[config.mk]
export PLATFORM = sky130hd
export DESIGN_NAME = system_config_map_registers
export DESIGN_NICKNAME = d
export VERILOG_FILES = /design/src/rtl/sysmap_pkg.sv /design/src/rtl/wake_delay_timer.sv /design/src/rtl/system_config_map_registers.sv
export SDC_FILE = /design/constraint.sdc
export NUM_CORES = 1
export LEC_CHECK = 0
export ABC_AREA = 1
export BUFFER_PORTS_ARGS = -buffer_cell sky130_fd_sc_hd__buf_4
export CORE_MARGIN = 3
export CORE_UTILIZATION = 48
export DETAILED_ROUTE_END_ITERATION = 8
export GPL_ROUTABILITY_DRIVEN = 1
export PLACE_DENSITY = 0.76
export SLEW_MARGIN = 20
export SYNTH_ARGS = -nofsm -noshare
export SYNTH_HDL_FRONTEND = slang
export SYNTH_HIERARCHICAL = 1
export SYNTH_SLANG_ARGS = --single-unit
[constraint.sdc]
create_clock -name I_CLOCK -period 1.7 [get_ports I_CLOCK]
set_clock_uncertainty 0.15 [all_clocks]
set_input_delay 0.085 -clock I_CLOCK [delete_from_list [all_inputs] [get_ports I_CLOCK]]
set_output_delay 0.085 -clock I_CLOCK [all_outputs]
set_load 0.005 [all_outputs]
[src/rtl/sysmap_pkg.sv]
// constants and field layout for the startup configuration and map block
// assumes a single bus clock; shared by the register bank and its delay timer
package sysmap_pkg;

   // ==========================================================
   // register indices (byte address is four times the index)
   localparam logic [13:0] IDX_OPTIONS     = 14'h1039; // system setup options
   localparam logic [13:0] IDX_PLACEMENT   = 14'h103D; // ram and register placement
   localparam logic [13:0] IDX_STARTUP_OPT = 14'h103F; // startup option latches

   // ==========================================================
   // startup option latch fields
   localparam int CFG_EEPROM_PAGE_LSB = 4; // eeprom_page_sel[3:0]
   localparam int CFG_SECURITY_OFF    = 3;
   localparam int CFG_WATCHDOG_OFF    = 2;
   localparam int CFG_ROM_MAP_ON      = 1;
   localparam int CFG_EEPROM_MAP_ON   = 0;

   // ==========================================================
   // placement fields
   localparam int PLC_RAM_PAGE_LSB = 4; // top hex digit of ram base
   localparam int PLC_REG_PAGE_LSB = 0; // top hex digit of register block base
   localparam logic [7:0] PLC_RESET = 8'h01; // ram on page 0, registers on page 1

   // ==========================================================
   // options fields
   localparam int OPT_ADC_POWER    = 7;
   localparam int OPT_ALT_PUMP_CLK = 6;
   localparam int OPT_IRQ_EDGE     = 5;
   localparam int OPT_WAKE_DELAY   = 4;
   localparam int OPT_CLK_MONITOR  = 3;
   localparam int OPT_RATE_LSB     = 0;
   localparam logic [7:0] OPT_RESET      = 8'h10; // wake delay on, others off
   localparam logic [7:0] OPT_FREE_MASK  = 8'hC8; // writable at any time
   localparam logic [7:0] OPT_ONCE_MASK  = 8'h33; // write-once in early window
   localparam logic [7:0] OPT_IMPL_MASK  = 8'hFB; // bit 2 reads zero

   // ==========================================================
   // timing counts in bus cycles
   localparam logic [6:0]  EARLY_WINDOW_CYC = 7'h40;     // protected write window
   localparam logic [11:0] WAKE_SHORT_CYC   = 12'h004;   // no oscillator delay
   localparam logic [11:0] WAKE_LONG_CYC    = 12'hFA0;   // 4000 cycles
   localparam int          WDOG_DIV_LOG2    = 15;        // bus clock / 2^15

endpackage

[src/rtl/wake_delay_timer.sv]
// down counter that reports the end of a programmable delay
// assumes the start pulse and count come from logic on the same clock
`timescale 1ns/1ns
module wake_delay_timer
   import sysmap_pkg::*;
#(
   parameter int WIDTH = 12 // counter width
)
(
   input  wire logic             i_clock,   // bus clock
   input  wire logic             i_reset_n, // synchronous reset, active low
   input  wire logic             i_start,   // one-cycle start pulse
   input  wire logic [WIDTH-1:0] i_count,   // cycles to wait
   output logic                  o_busy,    // delay running
   output logic                  o_done     // one-cycle end pulse
);

   // ==========================================================
   // elaboration check
   if (WIDTH < 3)
   begin : g_width_check
      $error("wake_delay_timer needs WIDTH of at least 3");
   end

   // ==========================================================
   // state
   typedef struct packed {
      logic [WIDTH-1:0] cnt;  // remaining cycles
      logic             busy; // counting
      logic             done; // end pulse
   } tmr_t;

   tmr_t t_reg;  // registered state
   tmr_t t_next; // next state

   // next-state logic
   always_comb
   begin
      t_next      = t_reg;
      t_next.done = 1'b0;
      if (i_start)
      begin
         // restart always wins
         t_next.cnt  = i_count;
         t_next.busy = 1'b1;
      end
      else if (t_reg.busy)
      begin
         if (t_reg.cnt <= WIDTH'(1))
         begin
            t_next.busy = 1'b0;
            t_next.done = 1'b1;
            t_next.cnt  = '0;
         end
         else
         begin
            t_next.cnt = t_reg.cnt - WIDTH'(1);
         end
      end
   end

   // state register
   always_ff @(posedge i_clock)
   begin
      if (!i_reset_n)
         t_reg <= '0;
      else
         t_reg <= t_next;
   end

   assign o_busy = t_reg.busy;
   assign o_done = t_reg.done;

endmodule

[src/rtl/system_config_map_registers.sv]
// startup configuration latches, map placement and setup options register bank
// assumes an avalon-mm master on I_CLOCK, nonvolatile byte and mode pins from outside
//
// What this block does
// - copy nonvolatile byte into latches every reset
// - reprogramming byte changes nothing until next reset
// - reads give latches, writes program nonvolatile byte
// - eeprom page picks upper half of page
// - security-off reads one without security option
// - watchdog-off latch one disables the watchdog
// - rom-map zero sends rom range external
// - single-chip mode keeps rom always mapped
// - eeprom-map zero sends eeprom range external
// - placement register writable once in 64 cycles
// - ram page field gives ram base, resets zero
// - register page gives block base, resets one
// - protected option bits write-once early, special anytime
// - no wake delay counts four cycles, resume about nine after stop exit
// - wake delay on waits about 4000 cycles
// - clock select switches pump and converter clock
// - option bits 7:6 and 3 always writable
// - watchdog tick is clock over 2^15 scaled
// - special mode flag lifts write-once protection
`timescale 1ns/1ns
module system_config_map_registers
   import sysmap_pkg::*;
#(
   parameter bit SECURITY_OPTION = 1'b0,          // security option fitted
   parameter int WDOG_LOG2       = WDOG_DIV_LOG2  // watchdog prescale, shorten in sim
)
(
   input  wire logic        I_CLOCK,          // bus clock, 10 MHz
   input  wire logic        I_RESET_N,        // synchronous reset, active low
   input  wire logic [15:0] I_ADDRESS,        // avalon byte address
   input  wire logic        I_READ,           // avalon read
   input  wire logic        I_WRITE,          // avalon write
   input  wire logic [3:0]  I_BYTEENABLE,     // avalon byte enables
   input  wire logic [31:0] I_WRITEDATA,      // avalon write data
   output logic [31:0]      O_READDATA,       // avalon read data
   output logic             O_WAITREQUEST,    // avalon wait request
   input  wire logic [7:0]  I_NV_OPTION_BYTE, // nonvolatile option byte
   input  wire logic        I_MODE_B,         // mode pin b
   input  wire logic        I_MODE_A,         // mode pin a
   input  wire logic        I_STOP_EXIT,      // leave stop mode request
   output logic [7:0]       O_NV_PROG_DATA,   // byte to program
   output logic             O_NV_PROG_STROBE, // program pulse
   output logic [3:0]       O_EEPROM_PAGE,    // eeprom page sel
   output logic             O_SECURITY_ON,    // security active
   output logic             O_WATCHDOG_EN,    // watchdog running
   output logic             O_WATCHDOG_TICK,  // watchdog clock pulse
   output logic             O_ROM_IN_MAP,     // rom decoded internally
   output logic             O_EEPROM_IN_MAP,  // eeprom decoded internally
   output logic [3:0]       O_RAM_PAGE,       // ram base top digit
   output logic [3:0]       O_REG_PAGE,       // register block top digit
   output logic             O_INTERRUPT_EDGE_ONLY, // edge-only interrupt
   output logic             O_ALT_PUMP_CLOCK, // alternate pump and adc clock
   output logic             O_ADC_POWER,      // converter power
   output logic             O_CLOCK_MONITOR,  // clock monitor enable
   output logic             O_SPECIAL_MODE,   // special mode flag
   output logic             O_RESUME          // one-cycle resume after stop
);

   // ==========================================================
   // elaboration check
   // a prescaler past 24 bits only slows simulation
   if (WDOG_LOG2 < 1 || WDOG_LOG2 > 24)
   begin : g_wdog_check
      $error("WDOG_LOG2 must lie in 1..24");
   end

   localparam int WDW = WDOG_LOG2 + 6; // prescaler plus rate bits

   // ==========================================================
   // state
   typedef struct packed {
      logic [7:0]     nv_s1;     // option byte sync stage 1
      logic [7:0]     nv_s2;     // option byte sync stage 2
      logic [1:0]     mod_s1;    // mode pins stage 1
      logic [1:0]     mod_s2;    // mode pins stage 2
      logic           stop_s1;   // stop exit stage 1
      logic           stop_s2;   // stop exit stage 2
      logic           stop_d;    // stop exit edge memory
      logic [7:0]     cfg;       // working option latches
      logic           special;   // special mode flag
      logic           single;    // single-chip mode
      logic [7:0]     plc;       // placement register
      logic           plc_used;  // placement write taken
      logic [7:0]     opt;       // options register
      logic           opt_used;  // protected options write taken
      logic [6:0]     win;       // cycles since reset release
      logic           ack;       // bus answer cycle
      logic [7:0]     rdata;     // read data
      logic [7:0]     prog_data; // byte to program
      logic           prog_stb;  // program pulse
      logic [WDW-1:0] wdt;       // watchdog prescaler
      logic           wdt_tick;  // watchdog tick
      logic           wake_go;   // start wake timer
      logic           resume;    // resume pulse
      logic           rom_in;    // rom mapped
      logic           ee_in;     // eeprom mapped
      logic           sec_on;    // security active
      logic           wd_en;     // watchdog enabled
   } regs_t;

   regs_t st_reg;  // registered state
   regs_t st_next; // next state

   logic        wake_done;  // wake delay elapsed
   logic [11:0] wake_count; // selected delay

   // ==========================================================
   // wake delay after stop
   assign wake_count = st_reg.opt[OPT_WAKE_DELAY] ? WAKE_LONG_CYC
                                                  : WAKE_SHORT_CYC;

   wake_delay_timer #(
      .WIDTH (12)
   ) u_wake (
      .i_clock   (I_CLOCK),
      .i_reset_n (I_RESET_N),
      .i_start   (st_reg.wake_go),
      .i_count   (wake_count),
      .o_busy    (),
      .o_done    (wake_done)
   );

   // ==========================================================
   // next-state logic
   always_comb
   begin
      logic [13:0] idx;      // word index
      logic        hit;      // aligned access
      logic        wr_take;  // write commits now
      logic        window;   // early window open
      logic        lanes;    // low lane enabled
      logic [7:0]  wd;       // write byte
      logic [7:0]  rd;       // read byte
      logic [4:0]  rsh;      // watchdog tap
      idx     = I_ADDRESS[15:2];
      hit     = (I_ADDRESS[1:0] == 2'b00);
      wd      = I_WRITEDATA[7:0];
      lanes   = I_BYTEENABLE[0];
      window  = (st_reg.win < EARLY_WINDOW_CYC);
      wr_take = 1'b0;  // set once the bus answers
      rd      = 8'h00; // unmapped default
      rsh     = 5'h00; // set from the rate field
      st_next = st_reg;

      // input synchronisers
      // stop exit keeps a third stage for edge detection
      st_next.nv_s1   = I_NV_OPTION_BYTE;
      st_next.nv_s2   = st_reg.nv_s1;
      st_next.mod_s1  = {I_MODE_B, I_MODE_A};
      st_next.mod_s2  = st_reg.mod_s1;
      st_next.stop_s1 = I_STOP_EXIT;
      st_next.stop_s2 = st_reg.stop_s1;
      st_next.stop_d  = st_reg.stop_s2;

      // early window counter, saturates
      // hazard: the window is tested on the commit cycle
      if (window)
         st_next.win = st_reg.win + 7'h01;

      // bus answer: one wait cycle, then one ready cycle
      // a write lands on the edge where waitrequest is low
      st_next.ack      = (I_READ || I_WRITE) && !st_reg.ack;
      wr_take          = I_WRITE && st_reg.ack && hit && lanes;
      st_next.prog_stb = 1'b0;

      // read mux, latched for the answer cycle
      // misaligned or unmapped addresses read zero
      rd = 8'h00;
      if (hit)
      begin
         unique case (idx)
            IDX_STARTUP_OPT:
            begin
               rd = st_reg.cfg;
               if (!SECURITY_OPTION)
                  rd[CFG_SECURITY_OFF] = 1'b1;
            end
            IDX_PLACEMENT: rd = st_reg.plc;
            IDX_OPTIONS:   rd = st_reg.opt & OPT_IMPL_MASK;
            default:       rd = 8'h00; // unmapped reads zero
         endcase
      end
      if (I_READ && !st_reg.ack)
         st_next.rdata = rd;

      // register writes
      if (wr_take)
      begin
         unique case (idx)
            IDX_STARTUP_OPT:
            begin
               // only the nonvolatile byte is programmed
               st_next.prog_data = wd;
               st_next.prog_stb  = 1'b1;
            end
            IDX_PLACEMENT:
            begin
               // special mode: any number of writes
               if (st_reg.special)
                  st_next.plc = wd;
               // normal mode: one write in the window
               else if (window && !st_reg.plc_used)
               begin
                  st_next.plc      = wd;
                  st_next.plc_used = 1'b1;
               end
            end
            IDX_OPTIONS:
            begin
               // free bits always land
               st_next.opt = (st_reg.opt & ~OPT_FREE_MASK)
                           | (wd & OPT_FREE_MASK);
               // special mode: protected bits always open
               if (st_reg.special)
                  st_next.opt = wd & OPT_IMPL_MASK;
               else if (window && !st_reg.opt_used)
               begin
                  st_next.opt = (st_next.opt & ~OPT_ONCE_MASK)
                              | (wd & OPT_ONCE_MASK);
                  st_next.opt_used = 1'b1;
               end
            end
            default: ; // unmapped writes ignored
         endcase
      end

      // map and system controls from the working latches
      st_next.rom_in = st_reg.cfg[CFG_ROM_MAP_ON] || st_reg.single;
      st_next.ee_in  = st_reg.cfg[CFG_EEPROM_MAP_ON];
      st_next.sec_on = SECURITY_OPTION && !st_reg.cfg[CFG_SECURITY_OFF];
      st_next.wd_en  = !st_reg.cfg[CFG_WATCHDOG_OFF];

      // watchdog clock: 2^WDOG_LOG2 times 4^rate
      // prescaler held at zero while the watchdog is off
      rsh = 5'(2 * st_reg.opt[OPT_RATE_LSB +: 2]);
      st_next.wdt      = st_reg.wd_en ? st_reg.wdt + WDW'(1) : '0;
      st_next.wdt_tick = st_reg.wd_en
                      && ((st_reg.wdt >> rsh) & WDW'((1 << WDOG_LOG2) - 1))
                         == WDW'((1 << WDOG_LOG2) - 1)
                      && (st_reg.wdt & ((WDW'(1) << rsh) - WDW'(1)))
                         == ((WDW'(1) << rsh) - WDW'(1));

      // stop exit edge starts the wake delay
      st_next.wake_go = st_reg.stop_s2 && !st_reg.stop_d;
      // resume follows the timer end pulse by one cycle
      st_next.resume  = wake_done;
   end

   // ==========================================================
   // state register; reset reloads latches and straps
   // option byte and mode pin synchronisers keep shifting in reset so latches settle
   // limitation: option byte must hold for three reset edges
   always_ff @(posedge I_CLOCK)
   begin
      if (!I_RESET_N)
      begin
         st_reg          <= '0;
         st_reg.nv_s1    <= I_NV_OPTION_BYTE;
         st_reg.nv_s2    <= st_reg.nv_s1;
         st_reg.mod_s1   <= {I_MODE_B, I_MODE_A};
         st_reg.mod_s2   <= st_reg.mod_s1;
         st_reg.cfg      <= st_reg.nv_s2;
         st_reg.special  <= !st_reg.mod_s2[1];
         st_reg.single   <= st_reg.mod_s2 == 2'b10;
         st_reg.plc      <= PLC_RESET;
         st_reg.opt      <= OPT_RESET;
         // map controls stay safe until latches drive them
         st_reg.rom_in   <= 1'b1;
         st_reg.ee_in    <= 1'b0;
         st_reg.sec_on   <= 1'b0;
         st_reg.wd_en    <= 1'b0;
      end
      else
      begin
         st_reg <= st_next;
      end
   end

   // ==========================================================
   // outputs, all straight from flip-flops
   // upper read data lanes are always zero
   assign O_READDATA            = {24'h000000, st_reg.rdata};
   assign O_WAITREQUEST         = !st_reg.ack;
   assign O_NV_PROG_DATA        = st_reg.prog_data;
   assign O_NV_PROG_STROBE      = st_reg.prog_stb;
   assign O_EEPROM_PAGE         = st_reg.cfg[CFG_EEPROM_PAGE_LSB +: 4];
   assign O_SECURITY_ON         = st_reg.sec_on;
   assign O_WATCHDOG_EN         = st_reg.wd_en;
   assign O_WATCHDOG_TICK       = st_reg.wdt_tick;
   assign O_ROM_IN_MAP          = st_reg.rom_in;
   assign O_EEPROM_IN_MAP       = st_reg.ee_in;
   assign O_RAM_PAGE            = st_reg.plc[PLC_RAM_PAGE_LSB +: 4];
   assign O_REG_PAGE            = st_reg.plc[PLC_REG_PAGE_LSB +: 4];
   assign O_INTERRUPT_EDGE_ONLY = st_reg.opt[OPT_IRQ_EDGE];
   assign O_ALT_PUMP_CLOCK      = st_reg.opt[OPT_ALT_PUMP_CLK];
   assign O_ADC_POWER           = st_reg.opt[OPT_ADC_POWER];
   assign O_CLOCK_MONITOR       = st_reg.opt[OPT_CLK_MONITOR];
   assign O_SPECIAL_MODE        = st_reg.special;
   assign O_RESUME              = st_reg.resume;

endmodule

==> results.toml <==
[global_routing]
grt.total_usage_pct = 21.3
grt-ovfl-total = 0
grt_pass1_vias = 4854
grt_pass1_wl_mm = 21.9
grt_start_max_net_pins = 28
antenna_found_initial = 0

[timing]
finalHoldViolCount = 0
slew_violations = 0
setup_viol = 0
slew_headroom_pct = 61.1
tightest_slew_ps = 583
fmax_ghz = 0.605
period_needed_ps = 1650
rsz0062_at_grt = "true"
fin_crit_sh_pct = 97.2

[logic_synthesis]
yosysTopAreaCell = "dfxtp_1"
syn-instance-count = 714
ys.flop_type = "dfxtp_1"
synth_area_leaders = "dfxtp_1, nand2_1, buf_4"
synth-async-reset-ratio_pct = 0
synth_common_cells = "nand2_1, dfxtp_1, nor2_1"
synth_seq_cells = 113
synth_cell_types = 40
synth_most_common_cell = "nand2_1"
seq_area_frac_synth_pct = 43.6
synth_area_um2 = 5400
synth-edff-count = 9
syn_avg_cell_area_um2 = 7.56
yosys_warnings = 6
synth_top_area_share_pct = 38.6

[power_and_ir_drop]
irDropWorstVdd_uv = 865
swShare_pct = 25.2
power_density_nw_per_um2 = 977
power.share.clock_pct = 52.0
p_leak_nw = 3.09
p_switching_w = 0.00171
internal-power_w = 0.00505
power_frac_seq_pct = 41.2
finalPower_w = 0.00676
pwr-share-comb_pct = 6.8

[critical_path]
critPathMaxFanout = 8
path_cells = "dlygate4sd3_1 > buf_4 > nor2_4 > dlygate4sd3_1 > buf_6 > nand3_1 > a21oi_2"
cp-end-kind = "flip-flop"
critPathRequiredTime_ps = 1890
crit_arrival_ps = 1850
path_buf_inv = 4
crit_family = "buffers and inverters"
crit_top_cell = "dlygate4sd3_1"
critical_path_class = "in -> reg"
r2r-start = "st_reg[8]$_SDFF_PN0_"
crit_path_start = "I_ADDRESS[0]"
cp_slowest_stage_delay_ps = 590
cp_slowest_cell = "dlygate4sd3_1"
critPathLaunchType = "primary input"

[die]
coreArea_um2 = 10900
io_pins = 132
row_count = 38
fp.dieW_um = 112
dieArea_um2 = 12600
die_h_um = 112
start_util_pct = 49.4

[detailed_routing]
wl_per_cell_um = 13.3
drt_pass1_iterations = 5
vias = 4904
ant_nets = 0
wirelength_mm = 13.1
drc = 0
first_iter_violations = 375
viasPerCell = 5.00

[layout]
nNetsFinal = 901
drive_above_1_share_pct = 22.7
finalNonFillerCells = 981
nFillCells = 924
syn_to_final_growth_pct = 28.1
largest_reg_flops = 45
num_antenna_cells = 0

[min_path]
min_path_type = "in -> reg"
hp-start = "I_ADDRESS[1]"

[placed_design]
placed_cells = 922
gp_congestion = 0.869
io_buffers = 78
dpl.hpwl_mm = 9.34

[run]
max-cap-violations = 0

[clock_tree]
cts_buffer_depth = 2
clockRootBuffer = "clkbuf_16"
htreeDepth = 4
cts_tree = "yes"
clock_latency_ps = 410
numCtsBuffers = 17
clk_pin_slew_worst_paths_ps = 60
clock-sinks = 113

[run_status]
status = "finished, final reports clean"
[final cells by class]
| class | count | area (um2) | share of cell area (%) |
|---|---|---|---|
| multi-input combinational | 488 | 2440 | 35.3 |
| clock buffer | 17 | 425 | 6.15 |
| tap | 140 | 175 | 2.53 |
| inverter | 75 | 282 | 4.07 |
| sequential | 113 | 2360 | 34.1 |
| clock inverter | 15 | 166 | 2.41 |
| timing repair buffer | 133 | 1060 | 15.4 |
[per-stage QoR]
step / area (um2) / util [%] / hold slack [ps] / worst slack, ps / setup TNS, ps
after floorplan: 5510 / - / -37.3 / 139 / 0
after global placement: 6010 / 55.0 / 39.3 / 75.2 / 0
after detailed placement: 6010 / 55.0 / 40.6 / 9.31 / 0
after CTS: 6860 / 62.7 / 63.2 / 15.2 / 0
after global routing: 6920 / 63.3 / 78.3 / -30.0 / -52.2
final: 6920 / 63.3 / 80.2 / 46.8 / 0
[worst paths after layout]
kind | slack (ps) | cells past startpoint | endpoint
max reg2reg | 80 | 10 | st_reg[27]$_SDFF_PN0_
min | 80 | 6 | st_reg[62]$_SDFFE_PN0P_
min reg2reg | 180 | 0 | st_reg[95]$_DFF_P_
max | 50 | 7 | O_READDATA[3]$_SDFFE_PN0P_
[kinds of logic after synthesis]
kind of cell	Yosys count	share of synthesized area [%]
flip-flops	113	43.6
other	1	0.0694
XOR/XNOR	8	1.30
buffers and inverters	142	13.9
AND/OR/NAND/NOR	337	28.8
AO/OA/AOI/OAI	106	10.8
adder cells (fa/ha/maj)	6	1.39
multiplexers	1	0.185
[worst min-delay path, stage by stage]
cell and delay, ps:
buf_4 90, nor2_4 40, nand4_2 110, inv_2 50
a31oi_1 160, nor2_1 50
[per-layer routing]
layer,up-vias,share of wire [%],track usage [%]
li1,2459,-,-
met1,2276,41,24.3
met2,145,53,38.8
met3,24,5.1,5.50
met4,0,1.6,7.29
met5,-,0,0
[power by group through the flow]
stage	Combinational [W]	Sequential, W	Clock [W]
after floorplan	0.000286	0.00283	0
after global placement	0.000389	0.00284	0
after detailed placement	0.000406	0.00284	0
after CTS	0.000455	0.00279	0.00358
after global routing	0.000522	0.00279	0.00368
final	0.000460	0.00279	0.00351
[repair_timing]
| action | CTS | global route |
|---|---|---|
| pin swaps | 0 | 6 |
| hold endpoints to repair | 50 | 0 |
| resized for setup | 1 | 18 |
| endpoints found under the setup margin | 1 | 24 |
| hold buffers | 25 | 0 |
| setup buffers | 0 | 2 |
| gates cloned | 0 | 0 |
[placed cells by master (no fill, tap or decap), types with 2 or more instances in the layout]
cell type / instances
a21oi_1: 37
a21oi_2: 2
a22oi_1: 11
a31oi_1: 2
buf_4: 107
clkbuf_16: 17
clkinv_4: 2
conb_1: 30
dfxtp_1: 100
dfxtp_2: 3
dlygate4sd3_1: 25
edfxtp_1: 9
ha_1: 4
inv_1: 65
inv_2: 9
inv_6: 7
inv_8: 3
nand2_1: 132
nand2_2: 7
nand2_4: 3
nand3_1: 53
nand3b_1: 2
nand4_1: 5
nor2_1: 100
nor2_2: 5
nor2_4: 13
nor3_1: 10
nor3_2: 2
o211ai_1: 3
o21a_1: 2
o21ai_0: 34
o21ai_1: 10
o22ai_1: 2
xnor2_1: 5
xor2_1: 3
Note: power is estimated with default switching activity, not from simulation.
